[config.mk]
export PLATFORM = sky130hd
export DESIGN_NAME = cpsc_ctrl
export DESIGN_NICKNAME = d
export VERILOG_FILES = /design/src/cpsc_pkg.sv /design/src/cpsc_ctrl.sv /design/src/cpsc_sync.sv
export SDC_FILE = /design/constraint.sdc
export NUM_CORES = 1
export LEC_CHECK = 0
export BUFFER_PORTS_ARGS = -buffer_cell sky130_fd_sc_hd__buf_2
export CELL_PAD_IN_SITES_DETAIL_PLACEMENT = 1
export CELL_PAD_IN_SITES_GLOBAL_PLACEMENT = 1
export CORE_UTILIZATION = 40
export DETAILED_ROUTE_END_ITERATION = 8
export PLACE_DENSITY = 0.69
export REMOVE_ABC_BUFFERS = 1
export SLEW_MARGIN = 20
export SYNTH_ARGS = -nofsm -noshare
export SYNTH_HDL_FRONTEND = slang
export SYNTH_SLANG_ARGS = --single-unit
[constraint.sdc]
create_clock -name clk -period 1.15 [get_ports clk]
set_input_delay 0.115 -clock clk [delete_from_list [all_inputs] [get_ports clk]]
set_output_delay 0.115 -clock clk [all_outputs]
set_load 0.03 [all_outputs]
[src/cpsc_pkg.sv]
// Contract
// - Sample serial data on each link clock rise
// - Latch strobe rise loads eleven bits D0..D10
// - Reset grounds all four supply outputs
// - Grounded state holds until a fresh load
// - Latch edges ignored while reset asserted
// - Active-high and active-low reset inputs both act
// - Power-up enters reset state automatically
// - Fault on any overcurrent or overtemperature
// - Mode high: VPP independent with extra bit
// - Mode low: VPP 01 follows slot VCC
// - VCC pair decode 00/11 0V, 01 3.3V, 10 5V
// - D8 low forces all four supply outputs high impedance
// - Mode input selects dependent or independent decode
// - Fault output active low
package cpsc_pkg;
  localparam int WORD_W = 11;
  // Bit positions in the control word
  localparam int B_VPPA0 = 0;
  localparam int B_VPPA1 = 1;
  localparam int B_VCCA_LO = 2;
  localparam int B_VCCA_HI = 3;
  localparam int B_VPPB0 = 4;
  localparam int B_VPPB1 = 5;
  localparam int B_VCCB_HI = 6;
  localparam int B_VCCB_LO = 7;
  localparam int B_ON_N = 8;
  localparam int B_XA = 9;
  localparam int B_XB = 10;
  localparam logic [10:0] WORD_RST = 11'h000;
  // Output selection encoding
  typedef enum logic [2:0] {
    CPSC_GND = 3'h0,
    CPSC_V33 = 3'h1,
    CPSC_V5 = 3'h2,
    CPSC_V12 = 3'h3,
    CPSC_HIZ = 3'h4,
    CPSC_ZERO = 3'h5
  } cpsc_sel_t;
endpackage

[src/cpsc_ctrl.sv]
`timescale 1ns/100ps
module cpsc_ctrl (
  // Clock and power-up reset
  input wire logic clk,
  input wire logic rst_n,
  // Serial link from host
  input wire logic ser_data,
  input wire logic ser_clk,
  input wire logic ser_latch,
  // Reset pins and mode
  input wire logic card_reset,
  input wire logic card_reset_n,
  input wire logic mode_indep,
  // Analog fault sense
  input wire logic [3:0] overcurrent,
  input wire logic overtemp,
  // Decoded selections
  output cpsc_pkg::cpsc_sel_t slot_a_card_supply,
  output cpsc_pkg::cpsc_sel_t slot_b_card_supply,
  output cpsc_pkg::cpsc_sel_t slot_a_prog_supply,
  output cpsc_pkg::cpsc_sel_t slot_b_prog_supply,
  output logic fault_flag_n
);
  logic [9:0] s;
  logic s_data, s_clk, s_latch, s_rst, s_rst_n, s_mode, s_ot;
  logic [3:0] s_ovc;
  logic clk_d, latch_d;
  logic [10:0] shreg, word;
  logic loaded;
  logic [10:0] next_shreg, next_word;
  logic next_loaded, next_clk_d, next_latch_d, next_fault_n;
  cpsc_pkg::cpsc_sel_t next_ac, next_bc, next_ap, next_bp;
  logic in_reset, clk_rise, latch_rise;

  cpsc_sync #(.W(10)) u_sync (
    .clk(clk),
    .rst_n(rst_n),
    .d({ser_data, ser_clk, ser_latch, card_reset, card_reset_n, mode_indep, overtemp, overcurrent[2:0]}),
    .q(s)
  );
  assign {s_data, s_clk, s_latch, s_rst, s_rst_n, s_mode, s_ot} = s[9:3];
  cpsc_sync #(.W(1)) u_sync_ovc3 (
    .clk(clk),
    .rst_n(rst_n),
    .d(overcurrent[3]),
    .q(s_ovc[3])
  );
  assign s_ovc[2:0] = s[2:0];

  function automatic cpsc_pkg::cpsc_sel_t vcc_dec(input logic hi, input logic lo);
    case ({hi, lo})
      2'h1: vcc_dec = cpsc_pkg::CPSC_V33;
      2'h2: vcc_dec = cpsc_pkg::CPSC_V5;
      default: vcc_dec = cpsc_pkg::CPSC_ZERO;
    endcase
  endfunction

  function automatic cpsc_pkg::cpsc_sel_t vpp_dec(input logic b0, input logic b1, input logic x,
                                                  input logic ind, input cpsc_pkg::cpsc_sel_t vcc);
    case ({b0, b1})
      2'h0: vpp_dec = cpsc_pkg::CPSC_ZERO;
      2'h1: vpp_dec = ind ? (x ? cpsc_pkg::CPSC_V5 : cpsc_pkg::CPSC_V33) : vcc;
      2'h2: vpp_dec = cpsc_pkg::CPSC_V12;
      default: vpp_dec = cpsc_pkg::CPSC_HIZ;
    endcase
  endfunction

  // Mode pulldown: synced reset value 0 gives dependent decode
  assign in_reset = s_rst | ~s_rst_n | ~rst_n;
  assign clk_rise = s_clk & ~clk_d;
  assign latch_rise = s_latch & ~latch_d;

  always_comb begin
    cpsc_pkg::cpsc_sel_t ac, bc;
    ac = vcc_dec(word[cpsc_pkg::B_VCCA_HI], word[cpsc_pkg::B_VCCA_LO]);
    bc = vcc_dec(word[cpsc_pkg::B_VCCB_HI], word[cpsc_pkg::B_VCCB_LO]);
    next_clk_d = s_clk;
    next_latch_d = s_latch;
    next_shreg = shreg;
    next_word = word;
    next_loaded = loaded;
    if (clk_rise) begin
      next_shreg = {shreg[9:0], s_data};
    end
    if (in_reset) begin
      next_loaded = 1'b0;
    end else if (latch_rise) begin
      next_word = shreg;
      next_loaded = 1'b1;
    end
    next_ac = ac;
    next_bc = bc;
    next_ap = vpp_dec(word[cpsc_pkg::B_VPPA0], word[cpsc_pkg::B_VPPA1], word[cpsc_pkg::B_XA], s_mode, ac);
    next_bp = vpp_dec(word[cpsc_pkg::B_VPPB0], word[cpsc_pkg::B_VPPB1], word[cpsc_pkg::B_XB], s_mode, bc);
    if (!word[cpsc_pkg::B_ON_N]) begin
      next_ac = cpsc_pkg::CPSC_HIZ;
      next_bc = cpsc_pkg::CPSC_HIZ;
      next_ap = cpsc_pkg::CPSC_HIZ;
      next_bp = cpsc_pkg::CPSC_HIZ;
    end
    if (in_reset || !loaded) begin
      next_ac = cpsc_pkg::CPSC_GND;
      next_bc = cpsc_pkg::CPSC_GND;
      next_ap = cpsc_pkg::CPSC_GND;
      next_bp = cpsc_pkg::CPSC_GND;
    end
    next_fault_n = ~(|s_ovc | s_ot);
  end

  // Selections update one cycle after load; switch sequencing is analog
  always_ff @(posedge clk or negedge rst_n) begin
    if (!rst_n) begin
      clk_d <= 1'b0;
      latch_d <= 1'b0;
      shreg <= cpsc_pkg::WORD_RST;
      word <= cpsc_pkg::WORD_RST;
      loaded <= 1'b0;
      slot_a_card_supply <= cpsc_pkg::CPSC_GND;
      slot_b_card_supply <= cpsc_pkg::CPSC_GND;
      slot_a_prog_supply <= cpsc_pkg::CPSC_GND;
      slot_b_prog_supply <= cpsc_pkg::CPSC_GND;
      fault_flag_n <= 1'b1;
    end else begin
      clk_d <= next_clk_d;
      latch_d <= next_latch_d;
      shreg <= next_shreg;
      word <= next_word;
      loaded <= next_loaded;
      slot_a_card_supply <= next_ac;
      slot_b_card_supply <= next_bc;
      slot_a_prog_supply <= next_ap;
      slot_b_prog_supply <= next_bp;
      fault_flag_n <= next_fault_n;
    end
  end

  property p_reset_ground;
    @(posedge clk) disable iff (!rst_n) in_reset |=> slot_a_card_supply == cpsc_pkg::CPSC_GND
      && slot_b_card_supply == cpsc_pkg::CPSC_GND && slot_a_prog_supply == cpsc_pkg::CPSC_GND
      && slot_b_prog_supply == cpsc_pkg::CPSC_GND;
  endproperty
  a_reset_ground: assert property (p_reset_ground) else $error("outputs not grounded in reset");

  property p_load;
    @(posedge clk) disable iff (!rst_n) (latch_rise && !in_reset) |=> word == $past(shreg);
  endproperty
  a_load: assert property (p_load) else $error("word not loaded on latch");

  property p_shift;
    @(posedge clk) disable iff (!rst_n) clk_rise |=> shreg[0] == $past(s_data);
  endproperty
  a_shift: assert property (p_shift) else $error("data bit not shifted");

  property p_no_load_reset;
    @(posedge clk) disable iff (!rst_n) in_reset |=> !loaded;
  endproperty
  a_no_load_reset: assert property (p_no_load_reset) else $error("load during reset");

  property p_hold_ground;
    @(posedge clk) disable iff (!rst_n) !loaded |=> slot_b_card_supply == cpsc_pkg::CPSC_GND;
  endproperty
  a_hold_ground: assert property (p_hold_ground) else $error("left ground before load");

  property p_shutdown;
    @(posedge clk) disable iff (!rst_n) (loaded && !in_reset && !word[cpsc_pkg::B_ON_N])
      |=> slot_a_prog_supply == cpsc_pkg::CPSC_HIZ;
  endproperty
  a_shutdown: assert property (p_shutdown) else $error("shutdown not high impedance");

  property p_fault;
    @(posedge clk) disable iff (!rst_n) (|s_ovc || s_ot) |=> !fault_flag_n;
  endproperty
  a_fault: assert property (p_fault) else $error("fault not flagged");

  property p_fault_clear;
    @(posedge clk) disable iff (!rst_n) !(|s_ovc || s_ot) |=> fault_flag_n;
  endproperty
  a_fault_clear: assert property (p_fault_clear) else $error("fault flag stuck low");

  property p_vcc_decode;
    @(posedge clk) disable iff (!rst_n) (loaded && !in_reset && word[cpsc_pkg::B_ON_N]
      && word[cpsc_pkg::B_VCCA_HI] && !word[cpsc_pkg::B_VCCA_LO]) |=> slot_a_card_supply == cpsc_pkg::CPSC_V5;
  endproperty
  a_vcc_decode: assert property (p_vcc_decode) else $error("slot A VCC 5V decode wrong");

  property p_reset_pins;
    @(posedge clk) disable iff (!rst_n) (s_rst || !s_rst_n) |=> slot_b_prog_supply == cpsc_pkg::CPSC_GND
      && slot_a_prog_supply == cpsc_pkg::CPSC_GND;
  endproperty
  a_reset_pins: assert property (p_reset_pins) else $error("reset pin did not ground outputs");

  property p_shift_order;
    @(posedge clk) disable iff (!rst_n) clk_rise |=> shreg[10:1] == $past(shreg[9:0]);
  endproperty
  a_shift_order: assert property (p_shift_order) else $error("shift order broken");

  property p_vpp_indep;
    @(posedge clk) disable iff (!rst_n) (loaded && !in_reset && word[cpsc_pkg::B_ON_N] && s_mode
      && !word[cpsc_pkg::B_VPPB0] && word[cpsc_pkg::B_VPPB1] && word[cpsc_pkg::B_XB])
      |=> slot_b_prog_supply == cpsc_pkg::CPSC_V5;
  endproperty
  a_vpp_indep: assert property (p_vpp_indep) else $error("slot B VPP 5V decode wrong");

  property p_vpp_follow;
    @(posedge clk) disable iff (!rst_n) (loaded && !in_reset && word[cpsc_pkg::B_ON_N] && !s_mode
      && !word[cpsc_pkg::B_VPPA0] && word[cpsc_pkg::B_VPPA1]) |=> slot_a_prog_supply == slot_a_card_supply;
  endproperty
  a_vpp_follow: assert property (p_vpp_follow) else $error("slot A VPP does not follow VCC");

  property p_vpp_12;
    @(posedge clk) disable iff (!rst_n) (loaded && !in_reset && word[cpsc_pkg::B_ON_N]
      && word[cpsc_pkg::B_VPPA0] && !word[cpsc_pkg::B_VPPA1]) |=> slot_a_prog_supply == cpsc_pkg::CPSC_V12;
  endproperty
  a_vpp_12: assert property (p_vpp_12) else $error("slot A VPP 12V decode wrong");

  property p_vcc_b;
    @(posedge clk) disable iff (!rst_n) (loaded && !in_reset && word[cpsc_pkg::B_ON_N]
      && !word[cpsc_pkg::B_VCCB_HI] && word[cpsc_pkg::B_VCCB_LO]) |=> slot_b_card_supply == cpsc_pkg::CPSC_V33;
  endproperty
  a_vcc_b: assert property (p_vcc_b) else $error("slot B VCC 3.3V decode wrong");

  property p_vcc_zero;
    @(posedge clk) disable iff (!rst_n) (loaded && !in_reset && word[cpsc_pkg::B_ON_N]
      && word[cpsc_pkg::B_VCCA_HI] && word[cpsc_pkg::B_VCCA_LO]) |=> slot_a_card_supply == cpsc_pkg::CPSC_ZERO;
  endproperty
  a_vcc_zero: assert property (p_vcc_zero) else $error("slot A VCC code 11 not zero volts");

  c_load: cover property (@(posedge clk) disable iff (!rst_n) latch_rise && !in_reset);
  c_reset_latch: cover property (@(posedge clk) disable iff (!rst_n) latch_rise && in_reset);
  c_v12: cover property (@(posedge clk) disable iff (!rst_n) slot_b_prog_supply == cpsc_pkg::CPSC_V12);
  c_shutdown: cover property (@(posedge clk) disable iff (!rst_n) slot_a_card_supply == cpsc_pkg::CPSC_HIZ);
  c_fault: cover property (@(posedge clk) disable iff (!rst_n) !fault_flag_n);
endmodule

[src/cpsc_sync.sv]
`timescale 1ns/100ps
module cpsc_sync #(
  parameter int W = 1
) (
  // Clock and reset
  input wire logic clk,
  input wire logic rst_n,
  // Async in, synced out
  input wire logic [W-1:0] d,
  output logic [W-1:0] q
);
  logic [W-1:0] meta;
  logic [W-1:0] next_meta;
  logic [W-1:0] next_q;

  always_comb begin
    next_meta = d;
    next_q = meta;
  end

  always_ff @(posedge clk or negedge rst_n) begin
    if (!rst_n) begin
      meta <= '0;
      q <= '0;
    end else begin
      meta <= next_meta;
      q <= next_q;
    end
  end
endmodule
### Yosys cells after proc, flatten, opt, wreduce, memory -nomap -nowiden

Cells that the tools add are included.

* register bits: 60
* input bits: 13
* output and inout port bits: 13
* logic and storage cells: 58

* equal/unequal tests: 8
* mux-type cells: 18
* bitwise operators: 11
* reductions and logical operators: 7

Operators with widths (count)
* 2-to-1 mux 3 bit: 10
* one-hot mux 3 bit (3 select lines): 2
* one-hot mux 3 bit (2 select lines): 2
* == test 2 x 1 -> 1 bit, second input constant: 4
* == test 2 bit, second input constant: 4
* inverter 1 bit: 6
* zero test 2 bit: 2
* 2-to-1 mux 2 bit: 2
* OR reduction 4 bit: 1
* bitwise OR 1 bit: 3
* AND 1 bit: 2
* 2-to-1 mux 1 bit: 2
* AND reduction 2 bit: 1
* nonzero test 2 bit: 1
* zero test 1 bit: 1
* logical OR 1 bit: 1

### Logic depth before layout (Yosys ltp)

Gate-level depths: netlist of the first run.

* word-level depth: 6
* depth in mapped cells: 5
* gate-level depth less buffers: 5

### By module

From an unflattened synthesis of the first run, not the netlist that was laid out.

* cell total of the unflattened synthesis: 131
* area total of the unflattened synthesis: 2113.3 µm²

By module, submodules not included
* cpsc_ctrl: instances 1, cells an instance 109, area an instance 1562.7 µm², seq. area each 952.2 µm²
* cpsc_sync at u_sync: instances 1, cells an instance 20, area an instance 500.5 µm², seq. area each 500.5 µm²
* cpsc_sync at u_sync_ovc3: instances 1, cells an instance 2, area an instance 50.0 µm², seq. area each 50.0 µm²

### Least setup slack after synthesis of the first run

No wires, ideal clock.

* path type: flip-flop to flip-flop
* start: register u_sync.q[6]
* end: register word[0]
* library setup time: 125 ps
* arrival: 1082 ps
* data required time: 1025 ps
* slack: -58 ps
* cell stages (with the launch flop): 5
* buffers on the path: 1
* clock period less this slack: 1208 ps
* cells stage by stage: dfrtp_1 > nor2b_4 > nand4b_4 > buf_6 > mux2_4

* cells in the longest elaborated chain, start to end: 4

RTL lines
* start: declaration: line cpsc_sync.sv:10 `output logic [W-1:0] q`
* start signal: assignment: line cpsc_sync.sv:27 `q <= next_q;`
* bitwise OR 1 bit (2 in a row): line cpsc_ctrl.sv:69 `assign in_reset = s_rst | ~s_rst_n | ~rst_n;`
* inverter 1 bit (no line)
* AND reduction 2 bit (no line)
* end signal: assignment: line cpsc_ctrl.sv:116 `word <= cpsc_pkg::WORD_RST;`
* end signal: assignment: line cpsc_ctrl.sv:127 `word <= next_word;`
* end: declaration: line cpsc_ctrl.sv:28 `logic [10:0] shreg, word;`

Every way passes these cells.
A chain may end at the register's enable or synchronous reset.

### Worst setup path after layout of the first run

* start: register u_sync.q[6]
* end: register word[10]

Same word-level chain as after synthesis.

==> results of run 1 <==
-- layer usage --
metal / vias up / share of wire [%]
met3: 8 / 3.0
met4: 0 / 2.0
met5: - / 0
met2: 26 / 53
li1: 580 / -
met1: 633 / 42
-- Yosys cell counts (2+ instances only) --
cell                       instances  area, µm²
sky130_fd_sc_hd__buf_2             2       10.0
sky130_fd_sc_hd__o21ai_0           2       10.0
sky130_fd_sc_hd__nor2_1            7       26.3
sky130_fd_sc_hd__a211o_1           2       17.5
sky130_fd_sc_hd__nor2b_1           5       31.3
sky130_fd_sc_hd__ha_1              4       50.1
sky130_fd_sc_hd__inv_1             6       22.5
sky130_fd_sc_hd__mux2_2           13        146
sky130_fd_sc_hd__mux2i_1           2       20.0
sky130_fd_sc_hd__o21a_1            2       15.0
sky130_fd_sc_hd__nand2b_1          4       25.0
sky130_fd_sc_hd__mux2_4            9        135
sky130_fd_sc_hd__dfrtp_1          59       1480
sky130_fd_sc_hd__a21oi_1           6       30.0
-- through the flow --
step	hold WS [ns]	instance area, µm²	power, µW	instances	TNS, ns
6_report	0.250	2960	6350	276	-0.878
3_5_place_dp	0.145	2410	3790	237	-1.68
3_3_place_gp	0.126	2410	3710	237	-1.37
5_1_grt	0.267	2960	6660	276	-1.46
2_1_floorplan	-0.181	2090	3330	128	-3.54
4_1_cts	0.244	2880	6140	273	-0.740
-- worst max-delay path by stage --
stage / start / to / slack [ns]
3_5_place_dp: word[6]$_DFFE_PN0P_ / slot_b_prog_supply[2]$_DFF_PN0_ / -0.17
4_1_cts: u_sync.q[6]$_DFF_PN0_ / word[8]$_DFFE_PN0P_ / -0.07
6_report: u_sync.q[6]$_DFF_PN0_ / word[10]$_DFFE_PN0P_ / -0.07
2_1_floorplan: clk_d$_DFF_PN0_ / shreg[0]$_DFFE_PN0P_ / -0.24
5_1_grt: word[2]$_DFFE_PN0P_ / slot_a_prog_supply[2]$_DFF_PN0_ / -0.12
3_3_place_gp: u_sync.q[6]$_DFF_PN0_ / word[6]$_DFFE_PN0P_ / -0.12
-- layout make-up --
cell class | instances | area share [%]
tap | 70 | 2.95
clock inverter | 3 | 1.44
clock buffer | 13 | 6.04
sequential | 60 | 50.8
timing repair buffer | 62 | 15.8
inverter | 6 | 0.760
multi-input combinational | 62 | 22.2
-- cells by family (layout without fill, tap and decap cells) --
kind of cell    Yosys count  after routing  synth area share (%)
simple gates             22             22                  6.75
flops                    60             60                  71.1
mux                      24             24                  14.3
fa+ha+maj                 4              4                  2.37
compound gates           12             12                  3.43
buf+inv                   9             84                  2.07
-- sequential cells by signal (all words and copies together) (netlist names), 3 cells and up --
signal	flops
slot_b_card_supply	3
word	11
shreg	11
u_sync.q	10
slot_a_card_supply	3
u_sync.meta	10
slot_a_prog_supply	3
slot_b_prog_supply	3
-- power groups by stage --
stage                     registers, µW  clock network, µW  logic (µW)
after floorplan                    2680                  0         651
after global placement             2760                  0         951
after detailed placement           2780                  0        1010
after CTS                          2760               2070        1300
after global routing               2860               2190        1610
final                              2810               2050        1490
-- worst register-to-register path, stage by stage, from the launching register on --
cell                       delay, ns
sky130_fd_sc_hd__dfrtp_1        0.39
sky130_fd_sc_hd__nor2b_4        0.14
sky130_fd_sc_hd__nand4b_4       0.11
sky130_fd_sc_hd__buf_12         0.17
sky130_fd_sc_hd__mux2_4         0.30
-- repair_timing --
action	4_1_cts	5_1_grt
pin swaps	8	3
gates cloned	0	1
setup buffers	6	2
setup endpoints to repair	21	33
resized for setup	18	15
hold buffers	14	0
endpoints found under the hold margin	44	0
==> flow_results.org, run 1 <==
** Floorplanning
- The die covers 5580 µm².
- Standard cell core area :: 5110 µm²
- The floorplan step set the die height to 74.7 µm.
- For this configuration, the core starts out at a cell density of 41.4%.
- Die W :: 74.7 µm
- I/O pin count :: 26
- Core Rows :: 26

** Setup path
- Measured in cells, the most critical reg-to-reg path has a length of 4.
- STA classifies the critical path endpoint as a flip-flop.
- Crit path kind :: reg -> reg
- Worst R2R End :: word[10]$_DFFE_PN0P_
- The worst register-to-register path begins at u_sync.q[6]$_DFF_PN0_.
- Cell-by-cell listing of the critical path :: nor2b_4 > nand4b_4 > buf_12 > mux2_4
- Required time at the worst-slack endpoint :: 1.37 ns
- CP Data Arrival Time :: 1.45 ns
- Slowest stage cell on the critical path :: sky130_fd_sc_hd__dfrtp_1
- Worst reg2reg setup slack :: -0.07 ns
- Of all nets on the critical path, the largest fanout is 12.
- Crit path buffers/inverters :: 1
- Critical Path Source Type :: flip-flop
- Worst stage delay on the critical path :: 0.39 ns
- In this design, the largest share of critical-path delay is due to flip-flops.
- Number of cells on the critical path :: 4

** Global route
- The first global-routing pass estimated 6.67 mm of wire.
- Maximum number of pins on one net before global-route repair :: 27
- Busiest layer in global routing :: met2
- Global routing consumed, on the met3 layer, 5.76% of the routing resources.
- After global routing the overflow that remains totals 0.
- Antenna violations before repair :: 0
- Global Route Usage Sum :: 17.5%
- For met1 alone, demand over resource in global routing was 20.5%.
- Number of global-route vias before repair :: 1306
- Grt met2 use :: 27.9%

** CTS
- Buffers inserted during clock tree synthesis total 9.
- TritonCTS clock tree :: built
- The cell sitting at the root of the clock tree is a sky130_fd_sc_hd__clkbuf_8.
- For the worst-skew pair, the clock arrives at the later sink with an insertion delay of 0.35 ns.
- The clock passes through at most 2 buffers.
- The clock net in this run drives a total of 60 sinks.
- CTS built an H-tree with a depth of 3.
- Clock transition at path regs :: 0.08 ns

** Min path
- Worst hold stages :: 4
- Tightest Hold Check Type :: in -> reg
- Capture endpoint of the worst hold path :: loaded$_DFFE_PN0P_
- The startpoint identified for the worst hold timing path is rst_n.

** Yosys
- Count of synthesis-stage warnings from yosys :: 0
- The cell count after synthesis came out at 131.
- Flip-flop and latch count after synthesis :: 60
- The mapped netlist covers 2110 µm².
- Number of distinct standard cells referenced by the synthesized netlist :: 22
- Fraction of the yosys area taken by sequential cells :: 71.1%
- The synthesized design contains 0 enable-type register cells.
- Main synth FF type :: sky130_fd_sc_hd__dfrtp_1
- After synthesis, the share of flip-flops with an asynchronous set or reset is 100%.
- Post-Synthesis Mean Instance Area :: 16.1 µm²

** STA
- Static timing analysis puts the maximum clock frequency at 0.818 GHz.
- On the final layout, the worst clock skew is 0.0151 ns.
- Setup repair after global routing could not meet its margin everywhere.
- Relative slew slack :: 77.7%
- The final count of hold timing violations was 0.
- Final worst-path setup slack :: -0.0732 ns
- Final cycle utilization of the critical path :: 106%
- After layout, the minimum clock period comes to 1.22 ns.
- Setup violations remaining at the end of the flow were counted as 14.
- For the pin with the worst max-slew slack, the measured transition is 0.334 ns.
- The final-report max-slew violation count was 0.

** Outcome
- Violated checks :: setup timing
- The flow ran to the end, but the final reports show violations.

** Placement
- Final Wtd Congestion :: 0.742
- Prior to clock tree synthesis, the placed netlist has a worst setup slack of -0.174 ns.
- Buffers placed on the I/O ports in this run total 25.
- Detailed placement finished with a half-perimeter wire length of 2.44 mm.

** Layout
- Relative to the synthesized area, the layout overhead comes to 40.3%.
- The multi-input combinational cells in the finished layout cover a total of 659 µm².
- At the end of the flow the core is filled with cells to 58.0%.
- In the final layout, flip-flops and latches occupy 1510 µm².
- Of the cells placed in the final design, the portion with a size suffix greater than 1 is 52.4%.
- The library cells used most frequently in the layout, excluding fill and tap cells, are sky130_fd_sc_hd__dfrtp_1, sky130_fd_sc_hd__buf_2, sky130_fd_sc_hd__buf_4.
- Number of nets in the layout :: 218
- Fill cells in the final layout number 524.
- Most common cell after layout, fill and taps aside :: sky130_fd_sc_hd__dfrtp_1
- The number of antenna diodes in the final layout is 0.

** Detailed routing
- The count of nets left with antenna violations once routing finished came out at 0.
- Average detailed-routed wire length per instance :: 16.1 µm
- Final wirelength :: 4.46 mm
- Across all layers, the routed design uses 1247 vias.
- In this run, the number of DRC markers left after iteration 0 of detailed routing was 51.
- DR pass1 iterations :: 4
- After detailed routing, the number of remaining DRC violations is 0.
- Avg Vias per Cell :: 4.52

** Pwr
- The internal power of the cells totals 4640 µW.
- Clock network power share :: 32.3%
- Power density over the cells :: 2140 nW/µm²
- In this run switching power makes up 26.8% of total power.
- In this run, the combinational gates consume 23.5% of the power.
- Sequential cells burn 44.3% of the power.
- For this design the static power due to leakage is 0.00148 µW.
- For this design the total switching power over the nets is 1700 µW.
- Maximum VDD drop :: 1.04 mV

** Job
- Maximum Capacitance Violations :: 0
No activity file was read; power rests on OpenSTA's default activity.
==> run 2: changes to the inputs <==
BUFFER_PORTS_ARGS = -buffer_cell sky130_fd_sc_hd__buf_4   (was -buffer_cell sky130_fd_sc_hd__buf_2)
==> flow_results.org, run 2 (synthesized netlist as in run 1, its figures left out) <==
** STA
- Total Negative Setup Slacks :: -1.66 ns
- Final worst-path setup slack :: -0.129 ns
- Timing would allow up to 0.782 GHz.
- For the pin with the worst max-slew slack, the measured transition is 0.521 ns.
- Final cycle utilization of the critical path :: 111%
- On the final layout, the worst clock skew is 0.0165 ns.
- Final min period :: 1.28 ns
- Final number of hold-violating endpoints :: 0
- RSZ-0062 raised after global routing :: yes
- Setup violations remaining at the end of the flow were counted as 22.
- The final-report max-slew violation count was 0.
- Measured against its own limit, the worst slew margin works out to 65.3%.

** Pwr
- Power spread over the standard cell area amounts to 2150 nW/µm².
- Power consumption :: 6450 µW
- The share of total power dissipated in sequential elements is 43.7%.
- Cell internal power was estimated by the tool at 4700 µW.
- Net Sw Frac :: 27.1%
- The analysis attributes to net switching a power of 1750 µW.
- Maximum VDD drop :: 1.05 mV
- The clock network is responsible for 32.5% of the overall power.
- Lkg Pwr :: 0.00148 µW
- Per report_power, the combinational group accounts for 23.8% of the total.

** Global route
- Global-route wire length before repair :: 7.02 mm
- Antenna violations before repair :: 0
- Global Route Usage Sum :: 18.4%
- Maximum number of pins on one net before global-route repair :: 44
- Summed over all layers, the global routing overflow is 0.
- Number of global-route vias before repair :: 1432

** Setup path
- Counting both buffers and inverters, the worst setup path holds a total of 2.
- CP Data Arrival Time :: 1.53 ns
- Length in cells of the worst reg-to-reg path :: 5
- Crit path kind :: reg -> reg
- STA classifies the critical path endpoint as a flip-flop.
- The setup check on the worst reg-to-reg path leaves a slack of -0.13 ns.
- Worst R2R End :: slot_b_prog_supply[0]$_DFF_PN0_
- STA classifies the critical path startpoint as a flip-flop.
- Start of the worst register-to-register path :: u_sync.q[6]$_DFF_PN0_
- Gate family responsible for the most delay along the worst path :: flip-flops
- The slowest stage of the critical path is the sky130_fd_sc_hd__dfrtp_1 cell.
- Along the worst path, the maximum fanout reaches 4.
- The cell that appears most often on the critical path is sky130_fd_sc_hd__buf_4.
- STA puts the critical path data required time at 1.40 ns.
- Traced cell by cell, the critical path runs through nor2b_4 > buf_4 > nand4_1 > buf_4 > a21oi_1.
- For this run, the slowest stage of the critical path takes 0.40 ns.

** Layout
- Inserted Diodes :: 0
- The largest registers in the layout are shreg x11, word x11.
- For this run, the share of the core covered by cells in the final layout is 58.6%.
- Share of final-layout standard cells stronger than drive strength 1 :: 52.5%
- Leaving out fill and tap cells, the most frequent cells in the layout are sky130_fd_sc_hd__dfrtp_1, sky130_fd_sc_hd__buf_4, sky130_fd_sc_hd__mux2_2.
- The count of cells in the finished layout, fillers not included, comes to 274.
- The net count of the finished layout is 216.
- Area growth from synthesis to final layout :: 41.6%
- Most common cell after layout, fill and taps aside :: sky130_fd_sc_hd__dfrtp_1
- Summing all flip-flop and latch instances after layout gives 1510 µm².
- Count of fill cells added during filler insertion :: 509
- Summing all multi-input logic gate instances after layout gives 653 µm².

** Placement
- Number of cells after detailed placement :: 236
- Detailed placement finished with a half-perimeter wire length of 2.45 mm.
- Final Wtd Congestion :: 0.715
- Before CTS, the worst setup slack after placement is -0.142 ns.
- Port buffering added 25 buffers.

** Floorplanning
- Standard cell core area :: 5110 µm²
- The initial utilization of the core area, before any placement, comes to 41.4%.
- Floorplan die area :: 5580 µm²
- In this run the horizontal extent of the chip is 74.7 µm.
- Die Span Y :: 74.7 µm
- The floorplan has 26 rows.
- I/O pin count :: 26

** CTS
- The clock passes through at most 2 buffers.
- Root buffer cell :: sky130_fd_sc_hd__clkbuf_8
- TritonCTS created 9 clock buffers.
- Clock transition at path regs :: 0.07 ns
- The clock reaches the later pin of the worst-skew pair after 0.34 ns.
- Deepest level of the CTS H-tree :: 3
- TritonCTS clock tree :: built
- Counting every sink on the clock net gives 60.

** Detailed routing
- Summed over all layers, the routed wires come to 4.77 mm.
- In this run the remaining antenna-violating nets after routing total 0.
- Total via count in the routed design :: 1297
- Before antenna repair, the detailed router went through 4 iterations.
- Dividing the detail-routed via count by the number of cells gives 4.73.
- DRT iter0 DRCs :: 45
- In the routed design, unresolved DRC markers number 0.
- Dividing the detail-routed wire length by the instance count gives 17.4 µm.

** Job
- Maximum Capacitance Violations :: 0

** Min path
- The path with the worst hold slack has its endpoint at slot_b_card_supply[2]$_DFF_PN0_.
- Hold_sp :: rst_n
- The worst hold path belongs to the class in -> reg.
- Worst hold stages :: 3

** Outcome
- The run finished, with violations left.
- The final reports fail on setup timing.
run 2: layer usage:
| layer | global-route usage (%) | part of all wire (%) | vias up |
|---|---|---|---|
| met1 | 19.3 | 36 | 666 |
| li1 | - | - | 579 |
| met5 | 0 | 0 | - |
| met4 | 14.9 | 4.2 | 0 |
| met3 | 4.42 | 3.3 | 20 |
| met2 | 31.5 | 56 | 32 |
run 2: layout make-up:
class                           count  share of cell area [%]
Sequential cell                    60                    50.3
Inverter                            6                   0.753
Timing Repair Buffer               60                    17.0
Multi-Input combinational cell     62                    21.8
Clock inverter                      5                    2.51
Clock buffer                       11                    4.72
Tap cell                           70                    2.93
run 2: power by group through the flow:
| stage | logic (µW) | clock network (µW) | registers (µW) |
|---|---|---|---|
| 6_report | 1540 | 2100 | 2820 |
| 3_5_place_dp | 1020 | 0 | 2790 |
| 5_1_grt | 1650 | 2220 | 2860 |
| 4_1_cts | 1230 | 2120 | 2760 |
| 2_1_floorplan | 651 | 0 | 2680 |
| 3_3_place_gp | 957 | 0 | 2760 |
run 2: worst max-delay path by stage:
| stage | slack (ns) | cells past startpoint | endpoint | startpoint |
|---|---|---|---|---|
| 2_1_floorplan | -0.24 | 2 | shreg[0]$_DFFE_PN0P_ | clk_d$_DFF_PN0_ |
| 6_report | -0.13 | 5 | slot_b_prog_supply[0]$_DFF_PN0_ | u_sync.q[6]$_DFF_PN0_ |
| 5_1_grt | -0.19 | 5 | slot_b_prog_supply[0]$_DFF_PN0_ | u_sync.q[6]$_DFF_PN0_ |
| 3_5_place_dp | -0.14 | 3 | word[3]$_DFFE_PN0P_ | u_sync.q[6]$_DFF_PN0_ |
| 3_3_place_gp | -0.12 | 3 | word[6]$_DFFE_PN0P_ | u_sync.q[6]$_DFF_PN0_ |
| 4_1_cts | -0.06 | 4 | word[7]$_DFFE_PN0P_ | u_sync.q[6]$_DFF_PN0_ |
run 2: worst register-to-register path, cell delays in order, from the launching register on:
cell                      delay, ns
sky130_fd_sc_hd__dfrtp_1       0.40
sky130_fd_sc_hd__nor2b_4       0.15
sky130_fd_sc_hd__buf_4         0.14
sky130_fd_sc_hd__nand4_1       0.15
sky130_fd_sc_hd__buf_4         0.21
sky130_fd_sc_hd__a21oi_1       0.15
run 2: stage by stage:
| stage | hold slack (ns) | instance area (µm²) |
|---|---|---|
| finish | 0.138 | 2990 |
| global route | 0.140 | 2990 |
| CTS | 0.202 | 2880 |
| detailed placement | 0.151 | 2460 |
| global placement | 0.152 | 2460 |
| floorplan | -0.181 | 2090 |
run 2: what timing repair did:
item,CTS,global route
endpoints found under the hold margin,70,0
resized for setup,11,20
setup buffers,6,4
cloned,1,0
endpoints found under the setup margin,25,31
hold buffers,12,0
pin swaps,5,10
